## config.mk

```make
export PLATFORM = sky130hd
export DESIGN_NAME = irido_core
export DESIGN_NICKNAME = d
export VERILOG_FILES = /design/src/logic/irido_pkg.sv /design/src/logic/irido_qclk.sv /design/src/logic/irido_core.sv
export SDC_FILE = /design/constraint.sdc
export NUM_CORES = 1
export LEC_CHECK = 0
export BUFFER_PORTS_ARGS = -buffer_cell sky130_fd_sc_hd__buf_4
export CAP_MARGIN = 20
export CORE_AREA = 2 2 112 114
export CTS_CLUSTER_DIAMETER = 60
export DETAILED_ROUTE_END_ITERATION = 16
export DIE_AREA = 0 0 114 116
export HOLD_SLACK_MARGIN = 0.15
export PLACE_DENSITY = 0.75
export SLEW_MARGIN = 20
export SYNTH_ARGS = -nofsm -noshare
export SYNTH_HDL_FRONTEND = slang
export SYNTH_SLANG_ARGS = --single-unit
```

## constraint.sdc

```tcl
create_clock -name clk_sys -period 3.1 [get_ports clk_sys]
set_input_delay 0.465 -clock clk_sys [delete_from_list [all_inputs] [get_ports clk_sys]]
set_output_delay 0.465 -clock clk_sys [all_outputs]
set_load 0.01 [all_outputs]
```

## src/logic/irido_pkg.sv

```systemverilog
// Package: constants for the interrupt-return and idle instruction block
package irido_pkg;
    localparam int PC_W = 13;
    localparam int STK_DEPTH = 8;
    localparam int SP_W = 3;
    localparam logic [13:0] OP_RETURN_FROM_INTERRUPT = 14'h0009;
    localparam logic [13:0] OP_NOP_MASK = 14'h3f9f;
    localparam logic [13:0] OP_NOP = 14'h0000;
    localparam logic [13:0] OP_OPTION_LOAD = 14'h0062;
    localparam int GLB_INT_EN_BIT = 7;
    localparam logic [1:0] Q_PER_CYCLE_M1 = 2'h3;
    localparam logic [1:0] Q_RESET = 2'h0;
    localparam logic [PC_W-1:0] PC_RESET = 13'h0000;
    localparam logic [7:0] INT_CTRL_RESET = 8'h00;
    localparam logic [7:0] OPTION_RESET = 8'hff;
    localparam logic [7:0] STATUS_RESET = 8'h00;
    localparam logic [SP_W-1:0] SP_RESET = 3'h0;
    typedef enum logic [1:0] {
        IRIDO_EXEC = 2'b00,
        IRIDO_SECOND = 2'b01
    } irido_state_t;
endpackage

```

## src/logic/irido_qclk.sv

```systemverilog
// Quadrature phase generator: four oscillator periods per instruction cycle
module irido_qclk
    import irido_pkg::*;
(
    // Clock and reset
    input wire logic clk_sys,
    input wire logic sys_rst,
    // Phase outputs
    output logic [1:0] q_phase,
    output logic q4_last
);
    logic [1:0] q_r;

    // Free-running two-bit phase counter
    always_ff @(posedge clk_sys) begin
        if (sys_rst) begin
            q_r <= Q_RESET;
        end else begin
            q_r <= q_r + 2'h1;
        end
    end

    assign q_phase = q_r;
    assign q4_last = (q_r == Q_PER_CYCLE_M1);
endmodule // irido_qclk

```

## src/logic/irido_core.sv

```systemverilog
// Execution of return-from-interrupt, no-operation and option-load ops
module irido_core
    import irido_pkg::*;
(
    // Clock and reset
    input wire logic clk_sys,
    input wire logic sys_rst,
    // Instruction fetched for the next cycle
    input wire logic [13:0] instr,
    // Call stack push from the rest of the core
    input wire logic push_req,
    input wire logic [PC_W-1:0] push_data,
    // Interrupt control write from the rest of the core
    input wire logic int_ctrl_we,
    input wire logic [7:0] int_ctrl_wdata,
    // Working register value for option load
    input wire logic [7:0] w_reg,
    // Status flags in from the core
    input wire logic [7:0] status_in,
    // Outputs
    output logic [PC_W-1:0] pc_r,
    output logic [7:0] interrupt_control_register_r,
    output logic [7:0] option_r,
    output logic [7:0] status_r,
    output logic cycle_end_r,
    output logic busy_r
);
    logic [1:0] q_phase;
    logic q4_last;
    logic [PC_W-1:0] stack_r [STK_DEPTH];
    logic [SP_W-1:0] sp_r;
    logic [PC_W-1:0] top_of_stack;
    irido_state_t state_r;
    logic is_rfi;
    logic is_nop;
    logic is_opt;
    logic exec_rfi;

    irido_qclk u_qclk (
        .clk_sys(clk_sys),
        .sys_rst(sys_rst),
        .q_phase(q_phase),
        .q4_last(q4_last)
    );

    // Decode; a masked compare covers the don't-care bits of no-op
    assign is_rfi = (instr == OP_RETURN_FROM_INTERRUPT);
    assign is_nop = ((instr & OP_NOP_MASK) == OP_NOP);
    assign is_opt = (instr == OP_OPTION_LOAD);
    assign top_of_stack = stack_r[sp_r - 3'h1];
    assign exec_rfi = q4_last && state_r == IRIDO_EXEC && is_rfi;

    // Two-cycle sequencer: the second cycle is a flushed fetch
    always_ff @(posedge clk_sys) begin
        if (sys_rst) begin
            state_r <= IRIDO_EXEC;
        end else if (q4_last) begin
            case (state_r)
                IRIDO_EXEC: begin
                    if (is_rfi) begin
                        state_r <= IRIDO_SECOND;
                    end
                end
                default: begin
                    state_r <= IRIDO_EXEC;
                end
            endcase
        end
    end

    // Circular stack; overflow wraps silently like the real hardware
    always_ff @(posedge clk_sys) begin
        if (sys_rst) begin
            sp_r <= SP_RESET;
        end else if (exec_rfi) begin
            sp_r <= sp_r - 3'h1;
        end else if (push_req) begin
            sp_r <= sp_r + 3'h1;
        end
    end

    // Stack storage, no reset needed for data
    always_ff @(posedge clk_sys) begin
        if (push_req && !exec_rfi) begin
            stack_r[sp_r] <= push_data;
        end
    end

    // Program counter: advances once per executed cycle, loads the stack top on return, holds in the flushed cycle
    always_ff @(posedge clk_sys) begin
        if (sys_rst) begin
            pc_r <= PC_RESET;
        end else if (exec_rfi) begin
            pc_r <= top_of_stack;
        end else if (q4_last && state_r == IRIDO_EXEC) begin
            pc_r <= pc_r + 13'h0001;
        end
    end

    // Interrupt control; the return sets the global enable bit
    always_ff @(posedge clk_sys) begin
        if (sys_rst) begin
            interrupt_control_register_r <= INT_CTRL_RESET;
        end else begin
            if (int_ctrl_we) begin
                interrupt_control_register_r <= int_ctrl_wdata;
            end
            // Later assignment wins: the return beats a same-edge write
            if (exec_rfi) begin
                interrupt_control_register_r[GLB_INT_EN_BIT] <= 1'b1;
            end
        end
    end

    // Option load kept for old code only; direct writes are preferred
    always_ff @(posedge clk_sys) begin
        if (sys_rst) begin
            option_r <= OPTION_RESET;
        end else if (q4_last && state_r == IRIDO_EXEC && is_opt) begin
            option_r <= w_reg;
        end
    end

    // Status follows the core except during return or no-op
    always_ff @(posedge clk_sys) begin
        if (sys_rst) begin
            status_r <= STATUS_RESET;
        end else if (!(is_rfi || is_nop || state_r == IRIDO_SECOND)) begin
            status_r <= status_in;
        end
    end

    // Cycle boundary and busy indications
    always_ff @(posedge clk_sys) begin
        if (sys_rst) begin
            cycle_end_r <= 1'b0;
            busy_r <= 1'b0;
        end else begin
            cycle_end_r <= q4_last;
            // Drops at the flushed cycle's last edge, so it stands 4 clocks
            busy_r <= (state_r == IRIDO_SECOND && !q4_last) || exec_rfi;
        end
    end
endmodule // irido_core

```

==> results.txt <==
----------------------------------------------------
[Floorplan]
  Number of I/O pins ... 94
  Die Ht ... 116 um
  Core Area ... 11910 um2
  Die area ... 13220 um2
  Placement row count ... 40
  Initial core utilization ... 50.84%
  DIE WIDTH ... 114 um

[Synthesis]
  Average cell area after synthesis ... 15.61 um2
  Total nets after synthesis ... 447
  Post-Synthesis Cells ... 388
  Main flop type after synthesis ... edfxtp_1
  Number of distinct library cells after synthesis ... 55
  Synthesis-stage register bit count ... 149
  EDFF count, synth ... 104
  Synthesized cell area ... 6056 um2
  Count of yosys warnings during synthesis ... 0
  Seq/Total Area, Yosys ... 66.45%
  Fraction of registers with async set/reset ... 0%

[Critical path]
  Required time at the worst-slack endpoint ... 3370 ps
  Worst path arrival time ... 2930 ps
  CP max FO ... 7
  Type of the worst setup path ... reg2reg
  CP endpoint kind ... flip-flop
  Crit start category ... flip-flop

[Power]
  Combinational share of power ... 8.2%
  Internal ... 3.629 mW
  Switching part of the total power ... 21.18%
  Part of the power in registers ... 47.8%
  Portion of total power attributed to the clock network ... 43.9%
  Pwr dens ... 611.7 nW/um2
  Total Power Consumption ... 4.604 mW
  Switching power ... 975.1 uW
  Maximum ir drop on the vdd rail ... 0.3969 mV
  Leakage power summed over all cells ... 2.745 nW

[Drt]
  Routed length per instance ... 20.04 um
  Average via count per standard cell ... 5.766
  Initial DRT Pass Iterations ... 5
  Detailed Route WL ... 12950 um
  Post-route ant nets ... 0
  Number of DRC markers in iteration 0 ... 329
  DR vias ... 3725
  Remaining design rule violation count ... 0

[CTS]
  Number of buffers added to fix hold violations after cts ... 0
  Clock Tree Root ... clkbuf_16
  Clock transition at path regs ... 60 ps
  Number of sinks driven by the clock tree ... 149
  Worst-case clock buffer depth ... 2
  CTS tree ... done
  Post-CTS Setup Bufs ... 0
  Post-cts repair resize count ... 0
  # H-tree levels ... 4
  Latest clock arrival within the worst-skew pair ... 410 ps
  Num CTS Buffers ... 17

[STA]
  Max-Slew Margin vs Limit ... 43.40%
  Min setup slack post-route ... 440.9 ps
  Final hold vios ... 0
  Maximum operating frequency ... 376.1 MHz
  Largest clock skew in the final design ... 4.927 ps
  Worst-Margin Slew ... 847.2 ps
  Final Max Slew Viols ... 0
  Final cycle utilization of the critical path ... 85.78%
  RSZ-0062 raised after global routing ... false
  Final-report setup violation count ... 0
  Final critical path time including I/O delays and setup ... 2659 ps
  Final total negative setup slack ... 0 ps

[Cells and area]
  Share of final-layout standard cells stronger than drive strength 1 ... 34.47%
  Layout net count ... 545
  Antenna cell count ... 0
  Leading cell type in the layout, fill and taps excluded ... edfxtp_1
  Area delta synth->final ... 24.30%
  Commonest non-fill, non-tap cells in the layout ... edfxtp_1, buf_4, dfxtp_1

[GRT]
  Number of antenna violations at the first check in global routing ... 0
  Total overflow reported by the global router ... 0
  Global-route usage over all layers ... 20.84%
  Number of global-route vias before repair ... 3683
  Wire length of the first global-routing pass ... 20470 um
  Pin count of the biggest net entering global routing ... 48

[Worst hold path]
  Worst min-delay path category ... in2reg

[Job]
  Number of maximum-capacitance violations ... 0

[Place]
  Final weighted congestion in routability-driven placement ... 0.8493
  Placement Setup Slack ... 426.6 ps
  IO buf count ... 93
  Hpwl dp ... 8572 um

[Outcome]
  Run status ... finished clean

----------------------------------------------------
[power by group through the flow]
stage               combinational [mW]  sequential, mW  clock, mW
CTS                              0.382            2.20       2.06
global route                     0.410            2.21       2.13
floorplan                        0.213            2.24          0
global placement                 0.367            2.24          0
detailed placement               0.376            2.24          0
finish                           0.379            2.20       2.02
[synthesized netlist by cell type (4+ instances only)]
| cell type | count | area [um2] |
|---|---|---|
| a21oi_1 | 10 | 50.05 |
| nor2b_1 | 12 | 75.07 |
| dfxtp_1 | 45 | 900.9 |
| a211oi_1 | 6 | 45.04 |
| mux4_2 | 22 | 495.5 |
| nand2b_1 | 5 | 31.28 |
| nor2_1 | 29 | 108.9 |
| nand2_1 | 11 | 41.29 |
| o21ai_0 | 6 | 30.03 |
| mux2_2 | 4 | 45.04 |
| mux4_1 | 4 | 105.1 |
| nand4_1 | 5 | 31.28 |
| buf_6 | 4 | 45.04 |
| nand3_1 | 9 | 45.04 |
| clkbuf_1 | 13 | 48.80 |
| a31oi_1 | 5 | 31.28 |
| nor4_1 | 6 | 37.54 |
| nor3_1 | 5 | 25.02 |
| a211o_1 | 8 | 70.07 |
| edfxtp_1 | 104 | 3123 |
| mux2i_1 | 25 | 250.2 |
| ha_1 | 4 | 50.05 |
[flip-flops by register name, indices dropped and copies added (netlist names)]
register	flops
stack_r	104
pc_r	13
interrupt_control_register_r	8
option_r	8
status_r	8
sp_r	3
u_qclk.q_phase	2
busy_r	1
cycle_end_r	1
state_r	1
[final timing paths]
path / from / to / slack (ps) / cells after the start
worst max-delay path: sp_r[1] / pc_r[10] / 440 / 7
worst min-delay path: w_reg[3] / option_r[3] / 260 / 2
worst max register to register: sp_r[1] / pc_r[10] / 440 / 7
worst min register to register: u_qclk.q_phase[0] / u_qclk.q_phase[0] / 420 / 1
[critical path, cell delays in order, from the launching register on]
cell,delay (ps)
dfxtp_1,560
inv_1,140
ha_1,250
xor2_2,460
buf_4,290
mux4_1,560
mux2i_1,160
o22ai_1,110
[logic make-up (layout without fill, tap and decap cells)]
| logic type | Yosys count | count (layout) | share of synthesized area [%] |
|---|---|---|---|
| buffers and inverters | 26 | 137 | 2.252 |
| AND/OR/NAND/NOR | 103 | 103 | 9.670 |
| AO/OA/AOI/OAI | 45 | 45 | 5.021 |
| adder cells (fa/ha/maj) | 4 | 4 | 0.8265 |
| XOR/XNOR | 6 | 6 | 0.9919 |
| multiplexers | 55 | 55 | 14.79 |
| flip-flops | 149 | 149 | 66.45 |
[per-layer routing]
layer	vias to the layer above	GRT usage [%]	wire length, um
met4	0	6.341	146
met2	156	34.52	6317
met3	14	5.387	848
met1	1831	27.43	5632
met5	-	0	0
li1	1724	-	-
[layout make-up]
| cell class | count | area [um2] |
|---|---|---|
| Clock buffer | 19 | 432.9 |
| Clock inverter | 13 | 157.7 |
| Fill cell | 857 | 4384 |
| Inverter | 4 | 15.01 |
| Multi-Input combinational cell | 213 | 1956 |
| Sequential cell | 149 | 4024 |
| Tap cell | 147 | 183.9 |
| Timing Repair Buffer | 101 | 758.2 |
[per-stage QoR]
step           hold WS (ps)  cell area [um2]  instances  util [%]
2_1_floorplan         399.2             6056        388         -
3_3_place_gp          406.7             6909        614     58.00
3_5_place_dp          418.4             6928        614     58.16
4_1_cts               240.5             7518        646     63.12
5_1_grt               247.0             7527        646     63.19
6_report              255.7             7527        646     63.19
(Power assumes the default switching activity.)
